## config.mk

```make
export PLATFORM = sky130hd
export DESIGN_NAME = ircap_top
export DESIGN_NICKNAME = d
export VERILOG_FILES = /design/src/hw/ircap_pkg.sv /design/src/hw/ircap_sync.sv /design/src/hw/ircap_top.sv
export SDC_FILE = /design/constraint.sdc
export NUM_CORES = 1
export LEC_CHECK = 0
export ABC_AREA = 1
export BUFFER_PORTS_ARGS = -buffer_cell sky130_fd_sc_hd__buf_2
export CELL_PAD_IN_SITES_DETAIL_PLACEMENT = 0
export CELL_PAD_IN_SITES_GLOBAL_PLACEMENT = 1
export CORE_MARGIN = 2
export CORE_UTILIZATION = 40
export CTS_BUF_LIST = sky130_fd_sc_hd__clkbuf_8 sky130_fd_sc_hd__clkbuf_16
export DETAILED_ROUTE_END_ITERATION = 10
export PLACE_DENSITY = 0.76
export SETUP_SLACK_MARGIN = 0.02
export SLEW_MARGIN = 40
export SYNTH_ARGS = -nofsm -noshare
export SYNTH_HDL_FRONTEND = slang
export SYNTH_SLANG_ARGS = --single-unit
```

## constraint.sdc

```tcl
create_clock -name pclk -period 3.5 [get_ports pclk]
set_input_delay 0.525 -clock pclk [delete_from_list [all_inputs] [get_ports pclk]]
set_output_delay 0.525 -clock pclk [all_outputs]
set_load 0.05 [all_outputs]
```

## src/hw/ircap_pkg.sv

```systemverilog
/*
  ircap_pkg: register map, field layout, reset values and shared types
  for the infrared receive capture and burst-count block.
  assumes a 32-bit apb slave with word-aligned registers.
*/
package ircap_pkg;

    // register byte offsets
    localparam logic [7:0] ADDR_CTRL    = 8'h00;
    localparam logic [7:0] ADDR_CARRIER = 8'h04;
    localparam logic [7:0] ADDR_MODTIME = 8'h08;
    localparam logic [7:0] ADDR_COUNT   = 8'h0c;
    localparam logic [7:0] ADDR_STATUS  = 8'h10;
    localparam logic [7:0] ADDR_CLEAR   = 8'h14;
    localparam logic [7:0] ADDR_ENABLE  = 8'h18;

    // control field positions
    localparam int CTRL_ENABLE_BIT = 0;
    localparam int CTRL_MODE_BIT   = 1;
    localparam int CTRL_CLKSEL_BIT = 2;
    localparam int CTRL_RELOAD_BIT = 3;
    localparam int CTRL_BURST_BIT  = 4;
    localparam int CTRL_EDGE_LSB   = 5;
    localparam int CTRL_DIV_LSB    = 7;
    localparam int CTRL_WIDTH      = 9;

    // status / enable / clear bit positions
    localparam int STAT_IR_INTERRUPT_FLAG_BIT = 0;
    localparam int STAT_OVF_BIT  = 1;
    localparam int STAT_DATA_BIT = 2;
    localparam int EVENT_COUNT   = 2;

    // reset values
    localparam logic [CTRL_WIDTH-1:0]  CTRL_RESET    = 9'h000;
    localparam logic [15:0]            CARRIER_RESET = 16'h0000;
    localparam logic [15:0]            COUNT_RESET   = 16'h0000;
    localparam logic [EVENT_COUNT-1:0] ENABLE_RESET  = 2'h0;

    // carrier periods of silence that mark a space in burst-count mode
    localparam logic [1:0] SPACE_PERIODS = 2'h2;

    // edge selection encodings
    localparam logic [1:0] EDGE_FALL = 2'h0;
    localparam logic [1:0] EDGE_RISE = 2'h1;

    typedef struct packed {
        logic [1:0] ir_div;
        logic [1:0] edge_select_field;
        logic       burst_count_select;
        logic       rx_reload_ctl;
        logic       count_clock_select;
        logic       tx_rx_mode_bit;
        logic       ir_timer_enable;
    } ircap_ctrl_s;

    typedef enum logic [1:0] {
        RX_IDLE,
        RX_ARMED,
        RX_RUN
    } ircap_state_e;

endpackage

```

## src/hw/ircap_sync.sv

```systemverilog
/*
  ircap_sync: two-stage synchroniser for one input level, followed by
  a delay stage for edge detection.
  assumes the input may change at any time relative to pclk.
*/
`timescale 1ns/10ps
module ircap_sync #(
    parameter logic RESET_LEVEL = 1'b1
) (
    input  wire logic pclk,
    input  wire logic presetn,
    input  wire logic async_in,
    output logic      level,
    output logic      rise,
    output logic      fall
);

    logic meta;
    logic stable;
    logic prev;

    // first stage feeds only the second stage
    always_ff @(posedge pclk or negedge presetn) begin
        if (!presetn) begin
            meta   <= RESET_LEVEL;
            stable <= RESET_LEVEL;
            prev   <= RESET_LEVEL;
        end else begin
            meta   <= async_in;
            stable <= meta;
            prev   <= stable;
        end
    end

    assign level = stable;
    assign rise  = stable & ~prev;
    assign fall  = ~stable & prev;

endmodule

```

## src/hw/ircap_top.sv

```systemverilog
/*
  ircap_top: infrared receive capture and carrier burst-count block with
  an apb register slave and one level interrupt.
  assumes ir_receive_pin comes from an off-chip receiver and that the
  apb master follows the usual setup/access sequence on pclk.
*/
`timescale 1ns/10ps
module ircap_top #(
    parameter int COUNT_WIDTH = 16,
    parameter int PRE_WIDTH   = 3
) (
    input  wire logic        pclk,
    input  wire logic        presetn,
    input  wire logic        psel,
    input  wire logic        penable,
    input  wire logic        pwrite,
    input  wire logic [7:0]  paddr,
    input  wire logic [31:0] pwdata,
    output logic [31:0]      prdata,
    output logic             pready,
    output logic             pslverr,
    input  wire logic        ir_receive_pin,
    output logic             irq
);

    ircap_pkg::ircap_ctrl_s        ctrl;
    ircap_pkg::ircap_state_e       state;
    logic [15:0]                   carrier_period_reg;
    logic [COUNT_WIDTH-1:0]        interval_counter;
    logic [COUNT_WIDTH-1:0]        modulator_time_reg;
    logic                          ir_interrupt_flag;
    logic                          rx_overflow_flag;
    logic                          ir_data_bit;
    logic [ircap_pkg::EVENT_COUNT-1:0] int_enable;
    logic [PRE_WIDTH-1:0]          prescale;
    logic [16:0]                   carrier_count;
    logic [1:0]                    silent_periods;

    logic        rx_level;
    logic        rx_rise;
    logic        rx_fall;
    logic        active;
    logic        qual_edge;
    logic        ir_tick;
    logic        carrier_tick;
    logic        count_tick;
    logic        wr_en;
    logic        rd_setup;
    logic        addr_ok;
    logic        clear_ir_interrupt_flag;
    logic        clear_ovf;
    logic        set_ir_interrupt_flag;
    logic        set_ovf;
    logic        capture;
    logic        clear_hit;
    logic        space_hit;
    logic [PRE_WIDTH-1:0] div_mask;
    logic [16:0] carrier_last;
    logic [31:0] next_prdata;

    // pin sync before edges
    // two-flop synchroniser
    ircap_sync #(
        .RESET_LEVEL (1'b1)
    ) u_rx_sync (
        .pclk     (pclk),
        .presetn  (presetn),
        .async_in (ir_receive_pin),
        .level    (rx_level),
        .rise     (rx_rise),
        .fall     (rx_fall)
    );

    assign active = ctrl.ir_timer_enable & ~ctrl.tx_rx_mode_bit;

    always_comb begin
        case (ctrl.edge_select_field)
            ircap_pkg::EDGE_FALL: qual_edge = active & rx_fall;
            ircap_pkg::EDGE_RISE: qual_edge = active & rx_rise;
            default:              qual_edge = active & (rx_rise | rx_fall);
        endcase
    end

    // ir input clock: one tick every 2^div system clocks
    always_comb begin
        div_mask = '0;
        for (int i = 0; i < PRE_WIDTH; i++) begin
            div_mask[i] = (i < int'(ctrl.ir_div));
        end
    end

    assign ir_tick = active & ((prescale & div_mask) == div_mask);

    // the prescaler restarts whenever receive stops, so the first ir tick
    // after enabling is one full ir clock away and never a stray half tick
    always_ff @(posedge pclk or negedge presetn) begin
        if (!presetn) begin
            prescale <= '0;
        end else if (!active || ir_tick) begin
            prescale <= '0;
        end else begin
            prescale <= prescale + 1'b1;
        end
    end

    // carrier period is high + low + 2 ir clocks
    assign carrier_last = 17'(carrier_period_reg[15:8]) + 17'(carrier_period_reg[7:0]) + 17'h1;
    assign carrier_tick = ir_tick & (carrier_count >= carrier_last);

    // compare is >= so a carrier value lowered mid-period ends that period
    // at once instead of waiting for the 17-bit count to wrap around
    always_ff @(posedge pclk or negedge presetn) begin
        if (!presetn) begin
            carrier_count <= '0;
        end else if (!active || carrier_tick) begin
            carrier_count <= '0;
        end else if (ir_tick) begin
            carrier_count <= carrier_count + 17'h1;
        end
    end

    assign count_tick = (state == ircap_pkg::RX_RUN)
                      & (ctrl.count_clock_select ? ir_tick : carrier_tick);

    // armed waits for the first qualified edge; leaving receive mode drops
    // back to idle so a later enable starts a fresh interval from zero
    always_ff @(posedge pclk or negedge presetn) begin
        if (!presetn) begin
            state <= ircap_pkg::RX_IDLE;
        end else begin
            case (state)
                ircap_pkg::RX_IDLE: begin
                    if (active) begin
                        state <= ircap_pkg::RX_ARMED;
                    end
                end
                ircap_pkg::RX_ARMED: begin
                    if (!active) begin
                        state <= ircap_pkg::RX_IDLE;
                    end else if (qual_edge) begin
                        state <= ircap_pkg::RX_RUN;
                    end
                end
                ircap_pkg::RX_RUN: begin
                    if (!active) begin
                        state <= ircap_pkg::RX_IDLE;
                    end
                end
                default: state <= ircap_pkg::RX_IDLE;
            endcase
        end
    end

    // a capture is an edge after the first one
    assign capture = qual_edge & (state == ircap_pkg::RX_RUN);

    // the counter keeps its value while idle so software can still read the
    // last interval; a narrower COUNT_WIDTH build simply wraps sooner
    always_ff @(posedge pclk or negedge presetn) begin
        if (!presetn) begin
            interval_counter <= COUNT_WIDTH'(ircap_pkg::COUNT_RESET);
        end else if (qual_edge && state == ircap_pkg::RX_ARMED) begin
            interval_counter <= '0;
        end else if (capture && ctrl.rx_reload_ctl) begin
            interval_counter <= '0;
        end else if (count_tick) begin
            interval_counter <= interval_counter + 1'b1;
        end
    end

    always_ff @(posedge pclk or negedge presetn) begin
        if (!presetn) begin
            modulator_time_reg <= COUNT_WIDTH'(ircap_pkg::COUNT_RESET);
        end else if (wr_en && paddr == ircap_pkg::ADDR_MODTIME) begin
            modulator_time_reg <= pwdata[COUNT_WIDTH-1:0];
        end else if (qual_edge && ctrl.burst_count_select) begin
            modulator_time_reg <= modulator_time_reg + 1'b1;
        end else if (capture) begin
            modulator_time_reg <= interval_counter;
        end
    end

    always_ff @(posedge pclk or negedge presetn) begin
        if (!presetn) begin
            ir_data_bit <= 1'b0;
        end else if (qual_edge) begin
            ir_data_bit <= rx_level;
        end
    end

    // space detector counts carrier periods since the last edge
    always_ff @(posedge pclk or negedge presetn) begin
        if (!presetn) begin
            silent_periods <= '0;
        end else if (state != ircap_pkg::RX_RUN || qual_edge) begin
            silent_periods <= '0;
        end else if (carrier_tick && silent_periods != ircap_pkg::SPACE_PERIODS) begin
            silent_periods <= silent_periods + 2'h1;
        end
    end

    // space seen: second carrier tick since the last edge and no edge now;
    // an edge in the same cycle wins so a burst tail is not cut short
    assign space_hit = active
                     & ~qual_edge
                     & carrier_tick
                     & (silent_periods == ircap_pkg::SPACE_PERIODS - 2'h1);

    assign set_ir_interrupt_flag = ctrl.burst_count_select ? space_hit : capture;

    assign set_ovf = count_tick & ~capture & (&interval_counter);

    // write-one-to-clear: zeros leave a flag alone, so software can clear
    // one event without racing the other
    assign clear_hit  = wr_en & (paddr == ircap_pkg::ADDR_CLEAR);
    assign clear_ir_interrupt_flag = clear_hit & pwdata[ircap_pkg::STAT_IR_INTERRUPT_FLAG_BIT];
    assign clear_ovf  = clear_hit & pwdata[ircap_pkg::STAT_OVF_BIT];

    // set beats a simultaneous clear
    always_ff @(posedge pclk or negedge presetn) begin
        if (!presetn) begin
            ir_interrupt_flag <= 1'b0;
        end else if (set_ir_interrupt_flag) begin
            ir_interrupt_flag <= 1'b1;
        end else if (clear_ir_interrupt_flag) begin
            ir_interrupt_flag <= 1'b0;
        end
    end

    always_ff @(posedge pclk or negedge presetn) begin
        if (!presetn) begin
            rx_overflow_flag <= 1'b0;
        end else if (set_ovf) begin
            rx_overflow_flag <= 1'b1;
        end else if (clear_ovf) begin
            rx_overflow_flag <= 1'b0;
        end
    end

    // one level line for both events; software reads status to tell them
    // apart, and the line drops as soon as the flag or its enable clears
    // overflow interrupt if enabled
    assign irq = (ir_interrupt_flag & int_enable[ircap_pkg::STAT_IR_INTERRUPT_FLAG_BIT])
               | (rx_overflow_flag & int_enable[ircap_pkg::STAT_OVF_BIT]);

    // apb: zero wait states; read data latched in the setup cycle
    assign pready   = 1'b1;
    assign wr_en    = psel & penable & pwrite & addr_ok;
    assign rd_setup = psel & ~penable & ~pwrite;
    assign pslverr  = psel & penable & ~addr_ok;

    always_comb begin
        case (paddr)
            ircap_pkg::ADDR_CTRL,
            ircap_pkg::ADDR_CARRIER,
            ircap_pkg::ADDR_MODTIME,
            ircap_pkg::ADDR_COUNT,
            ircap_pkg::ADDR_STATUS,
            ircap_pkg::ADDR_CLEAR,
            ircap_pkg::ADDR_ENABLE: addr_ok = 1'b1;
            default:                addr_ok = 1'b0;
        endcase
    end

    always_ff @(posedge pclk or negedge presetn) begin
        if (!presetn) begin
            ctrl               <= ircap_pkg::CTRL_RESET;
            carrier_period_reg <= ircap_pkg::CARRIER_RESET;
            int_enable         <= ircap_pkg::ENABLE_RESET;
        end else if (wr_en) begin
            case (paddr)
                ircap_pkg::ADDR_CTRL:    ctrl <= pwdata[ircap_pkg::CTRL_WIDTH-1:0];
                ircap_pkg::ADDR_CARRIER: carrier_period_reg <= pwdata[15:0];
                ircap_pkg::ADDR_ENABLE:  int_enable <= pwdata[ircap_pkg::EVENT_COUNT-1:0];
                default:                 ;
            endcase
        end
    end

    // clear register reads as zero, it only acts on write
    always_comb begin
        next_prdata = 32'h0000_0000;
        case (paddr)
            ircap_pkg::ADDR_CTRL:    next_prdata[ircap_pkg::CTRL_WIDTH-1:0] = ctrl;
            ircap_pkg::ADDR_CARRIER: next_prdata[15:0] = carrier_period_reg;
            ircap_pkg::ADDR_MODTIME: next_prdata[COUNT_WIDTH-1:0] = modulator_time_reg;
            ircap_pkg::ADDR_COUNT:   next_prdata[COUNT_WIDTH-1:0] = interval_counter;
            ircap_pkg::ADDR_STATUS: begin
                next_prdata[ircap_pkg::STAT_IR_INTERRUPT_FLAG_BIT] = ir_interrupt_flag;
                next_prdata[ircap_pkg::STAT_OVF_BIT]  = rx_overflow_flag;
                next_prdata[ircap_pkg::STAT_DATA_BIT] = ir_data_bit;
            end
            ircap_pkg::ADDR_ENABLE:  next_prdata[ircap_pkg::EVENT_COUNT-1:0] = int_enable;
            default:                 next_prdata = 32'h0000_0000;
        endcase
    end

    // registered so prdata never glitches with the counter
    always_ff @(posedge pclk or negedge presetn) begin
        if (!presetn) begin
            prdata <= 32'h0000_0000;
        end else if (rd_setup) begin
            prdata <= next_prdata;
        end
    end

endmodule

```

# [Word-level counts from Yosys, hierarchy flattened]
# Index checks and enable logic that the tools add are counted.
# W data, S select, Z words.
[word_totals] out_inout_bits=35 wordCells=138 reg_bits=105 input_bits=46
[op_classes] n_lt_le_gt_ge=4 n_addsub=7 reduce_logical=24 n_eq_ne=16 bitwise=37 n_mux=28
[op_table] operator="$mux W16" n=6
[op_table] operator="$mux W17" n=2
[op_table] operator="$add A16 B1 Y16 const B" n=2
[op_table] operator="$and A1 B1 Y1" n=26
[op_table] operator="$eq A8 B5 Y1 const B" n=3
[op_table] operator="$pmux W6 S4" n=1
[op_table] operator="$pmux W7 S3" n=1
[op_table] operator="$add A17 B1 Y17 const B" n=1
[op_table] operator="$ge A17 B10 Y1" n=1
[op_table] operator="$eq A8 B4 Y1 const B" n=2
[op_table] operator="$reduce_and A16 Y1" n=1
[op_table] operator="$mux W2" n=6
[op_table] operator="$pmux W2 S6" n=1
[op_table] operator="$add A9 B1 Y10 const B" n=1
[op_table] operator="$add A8 B8 Y9" n=1
[op_table] operator="$eq A8 B3 Y1 const B" n=1
[op_table] operator="$logic_not A8 Y1" n=1
[op_table] operator="$ne A2 B2 Y1 const B" n=4
[op_table] operator="$not A1 Y1" n=8
[op_table] operator="$reduce_bool A2 Y1" n=4
[op_table] operator="$mux W1" n=7
[op_table] operator="$reduce_or A7 Y1" n=1
[op_table] operator="$eq A2 B1 Y1 const B" n=3
[op_table] operator="$pmux W2 S3" n=1
[op_table] operator="19 further kinds" n=31

# [Logic depth before layout (Yosys ltp)]
# Gate-level depths: netlist (run 1).
[logic_depth] ltp_word=11 ltp_mapped=23 mapped_depth_nobuf=22

# [By module]
# From an unflattened synthesis (run 1), not the netlist that was laid out.
[unflattened] hier_cells=953 hier_area_um2=6825.3
[by_module_without_submodules] mod="ircap_top" cells_per_inst=946 seq_area_each_um2=2552.4 instances=1 area_per_inst_um2=6731.5
[by_module_without_submodules] mod="ircap_sync" cells_per_inst=7 seq_area_each_um2=78.8 instances=1 area_per_inst_um2=93.8

# [Least setup slack after synthesis (run 1)]
# Ideal clock, no wire load.
[synth_path] path_kind="reg2reg" startpoint="reg carrier_period_reg[8]" endpoint="reg interval_counter[9]" required_ps=3383 n_path_buf=1 stages_incl_launch_ff=23 setup_time_ps=117 setup_slack_ps=582 arrival_time_ps=2802 path_cell_list="dfrtp_1 > inv_1 > ha_1 > inv_1 > fa_1 > nand3_1 > nand3_1 > a21oi_1 > o21bai_1 > nand2_1 > nand2_1 > a21oi_1 > ha_1 > nand2_1 > o21bai_1 > nand3_1 > nor2_2 > nand3b_1 > nand2_2 > nand2_4 > buf_6 > nand2_1 > nand2_1"
[synth_between] elab_chain_cells=7
[synth_lines] item="from (decl)" line="ircap_top.sv:28" source="logic [15:0] carrier_period_reg;"
[synth_lines] item="from (signal assigned)" line="ircap_top.sv:268" source="carrier_period_reg <= ircap_pkg::CARRIER_RESET;"
[synth_lines] item="from (signal assigned)" line="ircap_top.sv:273" source="ircap_pkg::ADDR_CARRIER: carrier_period_reg <= pwdata[15:0];"
[synth_lines] item="$add A8 B8 Y9" line="ircap_top.sv:107" source="assign carrier_last = 17'(carrier_period_reg[15:8]) + 17'(carrier_period_reg[7:0]) + 17'h1;"
[synth_lines] item="$add A9 B1 Y10" line="ircap_top.sv:107"
[synth_lines] item="$ge A17 B10 Y1" line="ircap_top.sv:108" source="assign carrier_tick = ir_tick & (carrier_count >= carrier_last);"
[synth_lines] item="$and A1 B1 Y1" line="ircap_top.sv:108"
[synth_lines] item="$mux W1" line="ircap_top.sv:123" source="& (ctrl.count_clock_select ? ir_tick : carrier_tick);"
[synth_lines] item="$and A1 B1 Y1" line="ircap_top.sv:123"
[synth_lines] item="$reduce_bool A3 Y1 (no source line)"
[synth_lines] item="to (signal assigned)" line="ircap_top.sv:161" source="interval_counter <= COUNT_WIDTH'(ircap_pkg::COUNT_RESET);"
[synth_lines] item="to (signal assigned)" line="ircap_top.sv:167" source="interval_counter <= interval_counter + 1'b1;"
[synth_lines] item="to (decl)" line="ircap_top.sv:29" source="logic [COUNT_WIDTH-1:0] interval_counter;"
# Every way passes these cells.
# A chain may end at the register's enable or synchronous reset.

# [Worst setup path after layout (run 1)]
[layout_path] startpoint="reg carrier_period_reg[8]" endpoint="reg interval_counter[10]"
# Same word-level chain as after synthesis.

==> flow_summary_export.csv, run 1 <==
group,metric,value,unit
global_route,grt-ovfl-total,0,
die,core_area,17200,um2
placed_design,place_inst,1216,
setup_path,cp_top_family,"simple AND/OR/NAND/NOR gates",
layout,largest-register,"carrier_count",
synth,synth_top_area_share,36.5,%
worst_hold_path,hold_path.class,"input pin to async pin",
global_route,antenna_found_initial,0,
cts,cts_hold_buf,0,
setup_path,cp_num_buf_inv,3,
layout,fill_cells,1771,
timing,setup_tns,0,ps
timing,setup_viol,0,
setup_path,cp_data_arrival_time,3590,ps
timing,rsz0062_at_grt,"false",
cts,clk_pin_slew,80,ps
power,combPwrFrac,5.9,%
die,num_rows,48,
placed_design,place_area,7350,um2
run,maxCapViolCount,0,
power,swShare,24.7,%
cts,cts-buffers-inserted,9,
placed_design,portBuffers,47,
cts,root_buffer,"clkbuf_16",
placed_design,finalWeightedCongestion,0.879,
global_route,grt_pass1_vias,5561,
synth,synth_top_family_by_area,"simple AND/OR/NAND/NOR gates",
timing,slew_violations,0,
setup_path,end_kind,"flop",
die,die-area,18500,um2
die,ios,81,
synth,synth_seq_cells,105,
detailed_routing,vias,6209,
cts,cts.sinks,105,
synth,ys_seq_area_share,37.6,%
global_route,grt_first_pass_wirelength,29900,um
timing,timing.fmax,304,MHz
timing,clock-skew-final,13.3,ps
cts,insertion_delay,360,ps
power,p_leak,4.11,nW
synth,synth_warnings,0,
setup_path,startpoint_type,"flop",
global_route,grt.total_usage,21.2,%
synth,synth_cells,962,
layout,syn_to_final_growth,11.3,%
power,vdd_drop_max,0.274,mV
detailed_routing,final_antenna_net_count,0,
setup_path,worst-path-max-fanout,7,
detailed_routing,via_per_inst,5.01,
placed_design,hpwl,14600,um
synth,synth.distinct_cells,42,
global_route,grt_max_degree,54,
power,cellPowerDensity,324,nW/um2
synth,synth_xor_xnor_area_share,2.76,%
setup_path,critical_path_required,3800,ps
layout,final_cells,1240,
status,status,"finished clean",
timing,max_slew_margin,51.6,%
power,internal_power,1.90,mW
layout,final_area,7780,um2
die,die_width,136,um
setup_path,cpMaxStageDelayCell,"dfrtp_1",
setup_path,cp_slowest_stage_delay,380,ps
synth,netlist_area,6990,um2
detailed_routing,wl_per_cell,15.6,um
die,die_y,136,um
layout,fin_nets,1082,
timing,tightest_slew,726,ps
synth,synth_adder_area_share,4.76,%
detailed_routing,drc,0,
layout,largest_reg_flops,17,
detailed_routing,wirelength,19300,um
detailed_routing,drt_first_pass_iters,8,
setup_path,cpMostUsedCell,"nand2_1",
power,totalPowerFinal,2.52,mW
setup_path,crit_chain,"inv_1, ha_1, inv_1, fa_2, nand3_2, nand3_2, a21oi_2, o21bai_1, nand2_1, nand2_1, a21oi_2, ha_1, nand2_1, o21bai_1, nand3_1, nor2_2, nand3b_1, nand2_4, buf_4, nand3_1, nand2_1",
cts,htreeDepth,3,
power,clkPwrFrac,45.6,%
layout,antenna_cells,0,
synth,synth.avg_cell_area,7.27,um2
setup_path,worstSetupPathType,"flop to flop",
synth,synthSimpleGateAreaFrac,34.9,%
cts,cts_buffer_depth,2,
timing,finalHoldViolCount,0,
power,seq_power_share,48.5,%
synth,muxShareOfSynthArea,0.143,%
timing,final.period_utilization,93.8,%
die,initial_core_util,40.7,%
layout,layout-drive-gt1-share,15.3,%
power,p_sw,0.623,mW
detailed_routing,initialDrtViolationCount,537,
synth,synth.largest_area_cell,"dfrtp_1",
timing,fin_crit,3280,ps
synth,synth.top_cells.by_area,"dfrtp_1, nand2_1, inv_1",
synth,synth_compound_area_share,9.33,%
cts,cts_tree,"done",
timing,whs,218,ps
layer usage:
layer  routed length [um]  global-route usage (%)
met5                    0                       0
met4                  391                    7.06
met3                 1210                    3.28
met2                 7960                    30.0
met1                 9740                    32.5
kinds of logic after synthesis:
kind of cell             Yosys count
multiplexers                       1
buffers and inverters            160
adder cells (fa/ha/maj)           26
XOR/XNOR                          22
AO/OA/AOI/OAI                    107
AND/OR/NAND/NOR                  539
flip-flops                       105
other                              2
repair_timing:
| item | 4_1_cts | 5_1_grt |
|---|---|---|
| setup buffers | 0 | 6 |
| gates resized for setup | 1 | 10 |
| cloned | 0 | 2 |
| pin swaps | 0 | 4 |
| setup endpoints to repair | 1 | 21 |
area by class of cell:
type                       count  area [um2]  share of cell area, %
clock buffer                  10         239                   3.07
clock inverter                 6        90.1                   1.16
inverter                     123         469                   6.03
multi-input combinational    713        3730                   48.0
sequential                   105        2630                   33.8
tap                          225         282                   3.62
timing repair buffer          58         337                   4.32
power by group through the flow:
stage	logic [mW]	registers (mW)	clock network, mW
5_1_grt	0.163	1.22	1.22
3_5_place_dp	0.151	1.25	0
4_1_cts	0.152	1.22	1.17
3_3_place_gp	0.151	1.25	0
2_1_floorplan	0.0895	1.25	0
6_report	0.149	1.22	1.15
path summary, 6_finish.rpt:
kind	start	end	slack, ps	depth (start not counted)
worst max-delay path	carrier_period_reg[8]	interval_counter[10]	220	21
worst min-delay path	presetn	ir_interrupt_flag	220	1
worst max register to register	carrier_period_reg[8]	interval_counter[10]	220	21
worst min register to register	u_rx_sync.meta	u_rx_sync.level	360	0
max in group asynchronous	presetn	modulator_time_reg[13]	2520	2
min in group pclk	ir_receive_pin	u_rx_sync.meta	260	1
worst reg2reg max path: stages, from the launching register on:
cell	delay, ps
dfrtp_1	380
inv_1	70
ha_1	140
inv_1	60
fa_2	360
nand3_2	90
nand3_2	90
a21oi_2	130
o21bai_1	90
nand2_1	70
nand2_1	60
a21oi_2	110
ha_1	240
nand2_1	80
o21bai_1	110
nand3_1	120
nor2_2	180
nand3b_1	250
nand2_4	250
buf_4	180
nand3_1	70
nand2_1	80
synthesized netlist by cell type (all sizes together):
cell,number
dfrtp,102
o311ai,1
inv,122
fa,1
nor3,25
clkinv,1
a21oi,21
o21bai,3
conb,2
buf,32
or2,2
nor2,108
nand2,305
dfstp,3
o21ai,64
ha,25
xor2,17
o22ai,16
a21o,1
mux2i,1
a2bb2oi,1
clkbuf,5
nand3,78
nand4,18
xnor2,5
nand3b,3
metrics by stage:
stage               utilization, %  setup slack, ps
finish                        45.3              215
global route                  45.3             5.78
CTS                           44.7             55.9
detailed placement            42.8             51.2
global placement              42.8              101
floorplan                        -              582
cells in the final DEF, fill, tap and decap left out, drive strengths merged:
master | netlist | final
nand2 | 305 | 306
inv | 122 | 125
nor2 | 108 | 108
dfrtp | 102 | 102
nand3 | 78 | 78
o21ai | 64 | 64
buf | 32 | 58
ha | 25 | 25
nor3 | 25 | 25
a21oi | 21 | 21
nand4 | 18 | 18
xor2 | 17 | 17
conb | 2 | 17
o22ai | 16 | 16
clkbuf | 5 | 10
xnor2 | 5 | 5
nand3b | 3 | 3
o21bai | 3 | 3
dfstp | 3 | 3
or2 | 2 | 2
bufinv | 0 | 2
clkinv | 1 | 2
a2bb2oi | 1 | 1
mux2i | 1 | 1
o311ai | 1 | 1
a21o | 1 | 1
fa | 1 | 1
No activity file was read; power rests on OpenSTA's default activity.
==> inputs of run 2 (changes only) <==
REMOVE_ABC_BUFFERS = 1   (was not set)
SETUP_SLACK_MARGIN = 0.1   (was 0.02)
SKIP_CTS_REPAIR_TIMING = 1   (was not set)
==> run 2 against run 1 <==
Net effect: worst setup slack got worse by 56 ps; clock skew shrank 1.6 ps; combinational power hardly changed; sequential share of layout area is 0.26 points lower; routed wire length down 0.44%; register-to-register slack got worse by 60 ps; critical path type unchanged; highest routed layer unchanged.
==> flow_summary_export.csv, run 2 (synthesis results as in run 1) <==
group,metric,value,unit
status,status,"finished clean",
placed_design,place_ws,150,ps
timing,tightest_slew,766,ps
cts,insertion_delay,370,ps
timing,whs,163,ps
timing,timing.fmax,299,MHz
detailed_routing,drt_first_pass_iters,5,
power,cellPowerDensity,311,nW/um2
setup_path,critical_path_required,3810,ps
placed_design,hpwl,14300,um
layout,largest_reg_flops,17,
global_route,grt_max_degree,67,
layout,final_common_cell,"nand2_1",
timing,setup_tns,0,ps
power,p_leak,4.12,nW
placed_design,place_inst,1216,
global_route,grt_pass1_vias,5778,
layout,fill_cells,1813,
timing,slew_violations,0,
global_route,antenna_found_initial,0,
die,die_width,136,um
timing,fin_crit,3340,ps
layout,postLayoutCoreUtil,45.7,%
timing,max_slew_margin,48.6,%
die,num_rows,48,
placed_design,portBuffers,47,
timing,finalHoldViolCount,0,
detailed_routing,wirelength,19200,um
cts,cts_buffer_depth,2,
layout,layout-drive-gt1-share,16.7,%
global_route,grt.total_usage,21.5,%
timing,final.period_utilization,95.5,%
timing,rsz0062_at_grt,"true",
setup_path,worstSetupPathType,"flop to flop",
timing,setup_viol,0,
global_route,grt_first_pass_wirelength,30600,um
die,initial_core_util,40.7,%
worst_hold_path,hold_path.class,"input pin to async pin",
layout,final_cell_mix,"nand2_1, inv_1, dfrtp_1",
setup_path,cp_data_arrival_time,3650,ps
die,die-area,18500,um2
detailed_routing,wl_per_cell,15.5,um
setup_path,startpoint_type,"flop",
die,core_area,17200,um2
setup_path,end_kind,"flop",
cts,cts-buffers-inserted,9,
setup_path,worst-path-max-fanout,8,
layout,largest-register,"carrier_count",
die,die_y,136,um
cts,root_buffer,"clkbuf_16",
die,ios,81,
detailed_routing,final_antenna_net_count,0,
cts,htreeDepth,3,
power,vdd_drop_max,0.231,mV
layout,syn_to_final_growth,12.2,%
global_route,grt-ovfl-total,0,
cts,clk_pin_slew,80,ps
layout,final_area,7840,um2
layout,antenna_cells,0,
layout,fin_nets,1083,
layout,final_cells,1241,
placed_design,finalWeightedCongestion,0.859,
detailed_routing,via_per_inst,5.03,
cts,cts.sinks,105,
timing,fin_ws,159,ps
placed_design,place_area,7370,um2
run,maxCapViolCount,0,
detailed_routing,drc,0,
detailed_routing,vias,6242,
cts,cts_tree,"done",
power,totalPowerFinal,2.44,mW
timing,clock-skew-final,11.7,ps
detailed_routing,initialDrtViolationCount,386,
==> run 2: cell types whose count changed in the layout (fill, tap and decap cells not counted), sizes merged <==
cell      before  now
bufinv         2    0
clkbuf        10   11
clkinv         2    3
clkinvlp       0    1
==> run 2: worst paths after layout <==
path	start	endpoint	slack, ps	depth (start not counted)
setup / recovery	carrier_period_reg[0]	interval_counter[2]	160	21
hold / removal	presetn	silent_periods[0]	160	1
setup reg to reg	carrier_period_reg[0]	interval_counter[2]	160	21
hold reg to reg	u_rx_sync.meta	u_rx_sync.level	360	0
max in group asynchronous	presetn	interval_counter[13]	2650	2
min in group pclk	ir_receive_pin	u_rx_sync.meta	250	1
==> run 2: power breakdown <==
part	internal (mW)	leakage (nW)	total, mW	switching [mW]
clock network	0.528	0.148	1.07	0.540
registers	1.22	1.39	1.22	0.00293
logic	0.0275	2.59	0.148	0.121
==> run 2: critical path, cell delays in order, from the launching register on <==
cell and delay, ps:
dfrtp_1 400, inv_2 80, ha_4 140, inv_4 30
fa_2 370, nand3_2 90, nand3_2 90, a21oi_2 150
o21bai_1 110, nand2_1 80, nand2_1 60, a21oi_2 120
ha_1 250, nand2_1 90, o21bai_1 110, nand3_1 130
nor2_4 160, nand3b_1 240, nand2_4 250, clkbuf_16 190
nand3_1 60, nand2_1 80
==> run 2: area by class of cell <==
class | instances | area (um2) | area share (%)
clock buffers | 10 | 239 | 3.05
clock inverters | 6 | 66.3 | 0.845
inverters | 123 | 472 | 6.01
multi-input cells | 713 | 3780 | 48.2
flip-flops and latches | 105 | 2630 | 33.5
well taps | 225 | 282 | 3.59
repair buffers | 59 | 374 | 4.77
==> run 2: layer usage <==
layer	track usage, %	routed length, um	vias up
li1	-	-	3140
met1	32.2	9640	2917
met2	32.0	8300	161
met3	2.72	842	24
met4	7.23	436	0
met5	0	0	-
==> inputs of run 3 (changes only) <==
SETUP_SLACK_MARGIN = 0.3   (was 0.1)
SKIP_CTS_REPAIR_TIMING = not set   (was 1)
==> run 3 against run 2 <==
Net effect: clock skew grew 1.0 ps; first-iteration DRC count is 7.0% higher; clock-buffer cell count is the same; combinational power barely moved; sequential cell count is the same; via count is 0.18% higher; core utilization increased by 0.71 points; routed wire length rose by 0.31%; cell count grew 0.24%; largest power group unchanged; highest routed layer unchanged.
==> flow_summary_export.csv, run 3 (synthesis results as in run 1) <==
group,metric,value,unit
setup_path,worstReg2RegStart,"carrier_period_reg[0]",
die,ios,81,
setup_path,critical_path_required,3800,ps
timing,fin_crit,3210,ps
cts,cts.sinks,105,
die,num_rows,48,
power,cellPowerDensity,306,nW/um2
timing,tightest_slew,783,ps
timing,clock-skew-final,12.7,ps
layout,final_common_cell,"nand2_1",
global_route,grt.total_usage,21.9,%
timing,timing.fmax,311,MHz
detailed_routing,via_per_inst,5.03,
placed_design,place_ws,150,ps
detailed_routing,initialDrtViolationCount,413,
power,p_leak,4.17,nW
placed_design,hpwl,14300,um
timing,setup_viol,0,
run,maxCapViolCount,0,
cts,cts-buffers-inserted,9,
setup_path,end_kind,"flop",
timing,final.period_utilization,91.7,%
cts,cts_tree,"done",
cts,insertion_delay,370,ps
detailed_routing,wirelength,19300,um
setup_path,cp_data_arrival_time,3510,ps
layout,fin_nets,1086,
layout,regArea,2630,um2
global_route,antenna_found_initial,0,
power,totalPowerFinal,2.44,mW
detailed_routing,wl_per_cell,15.5,um
layout,largest_reg_flops,17,
layout,antenna_cells,0,
power,vdd_drop_max,0.228,mV
cts,cts_hold_buf,0,
global_route,grt_first_pass_wirelength,31100,um
status,status,"finished clean",
global_route,grt_max_degree,67,
worst_hold_path,hold_path.class,"input pin to async pin",
timing,max_slew_margin,47.5,%
layout,postLayoutCoreUtil,46.4,%
detailed_routing,drt_first_pass_iters,7,
setup_path,worst-path-max-fanout,8,
die,core_area,17200,um2
cts,cts_buffer_depth,2,
detailed_routing,drc,0,
placed_design,finalWeightedCongestion,0.859,
layout,final_cell_mix,"nand2_1, inv_1, dfrtp_1",
die,die_y,136,um
detailed_routing,final_antenna_net_count,0,
die,die-area,18500,um2
layout,largest-register,"carrier_count",
cts,clk_pin_slew,80,ps
die,die_width,136,um
die,initial_core_util,40.7,%
global_route,grt-ovfl-total,0,
timing,rsz0062_at_grt,"true",
layout,multi_input_comb_area,3850,um2
timing,slew_violations,0,
global_route,grt_pass1_vias,5823,
setup_path,r2r_setup_slack,290,ps
setup_path,worstSetupPathType,"flop to flop",
cts,root_buffer,"clkbuf_16",
detailed_routing,vias,6253,
setup_path,reg2reg_depth,22,
timing,fin_ws,289,ps
timing,setup_tns,0,ps
cts,htreeDepth,3,
setup_path,r2r-end,"interval_counter[6]",
layout,layout-drive-gt1-share,18.3,%
layout,syn_to_final_growth,13.9,%
timing,finalHoldViolCount,0,
setup_path,startpoint_type,"flop",
placed_design,portBuffers,47,
layout,fill_cells,1789,
run 3: power breakdown:
group	total (mW)	switching [mW]	internal [mW]	leakage [nW]
logic	0.149	0.121	0.0276	2.64
registers	1.22	0.00292	1.22	1.39
clock network	1.07	0.542	0.528	0.148
run 3: final cells by class:
cell class,instances,share of cell area (%)
Clock buffer,10,3.00
Clock inverter,6,0.833
Inverter,123,5.89
Multi-Input combinational cell,713,48.4
Sequential cell,105,33.0
Tap cell,225,3.53
Timing Repair Buffer,62,5.33
run 3: through the flow:
stage / cells / cell area [um2] / hold WS (ps)
2_1_floorplan: 940 / 6790 / 229
3_3_place_gp: 1216 / 7360 / 346
3_5_place_dp: 1216 / 7370 / 347
4_1_cts: 1241 / 7840 / 187
5_1_grt: 1244 / 7970 / 205
6_report: 1244 / 7970 / 167
run 3: worst max-delay path by stage:
stage	from	endpoint	slack [ps]
global route	carrier_period_reg[8]	interval_counter[11]	80
CTS	carrier_period_reg[0]	interval_counter[2]	260
global placement	carrier_period_reg[0]	interval_counter[11]	210
floorplan	carrier_period_reg[8]	interval_counter[0]	560
finish	carrier_period_reg[0]	interval_counter[6]	290
detailed placement	carrier_period_reg[0]	interval_counter[2]	150
run 3: worst max-delay path, cell delays in order, from the launching register on:
cell and delay, ps:
dfrtp_1 400, inv_2 80, ha_4 130, inv_2 40, fa_2 360, nand3_2 90, nand3_2 80, a21oi_2 130
o21bai_1 100, nand2_1 70, nand2_1 60, a21oi_2 110, ha_1 240, nand2_1 80, o21bai_1 110, nand3_1 120
nor2_4 130, nand3b_1 220, nand2_4 170, buf_12 140, buf_12 130, nand3_1 70, nand2_1 80
run 3: repair_timing:
item                                   CTS  global route
setup endpoints to repair               21            27
pin swaps                                2             6
gates cloned                             2             0
endpoints found under the hold margin    0             0
gates resized for setup                 14            25
setup buffers                            7             3
run 3: layer usage:
metal | vias up | global-route usage (%) | wire length [um]
met5 | - | 0 | 0
met4 | 0 | 7.12 | 417
met3 | 25 | 2.72 | 819
met2 | 166 | 32.5 | 8290
met1 | 2909 | 32.9 | 9750
li1 | 3153 | - | -
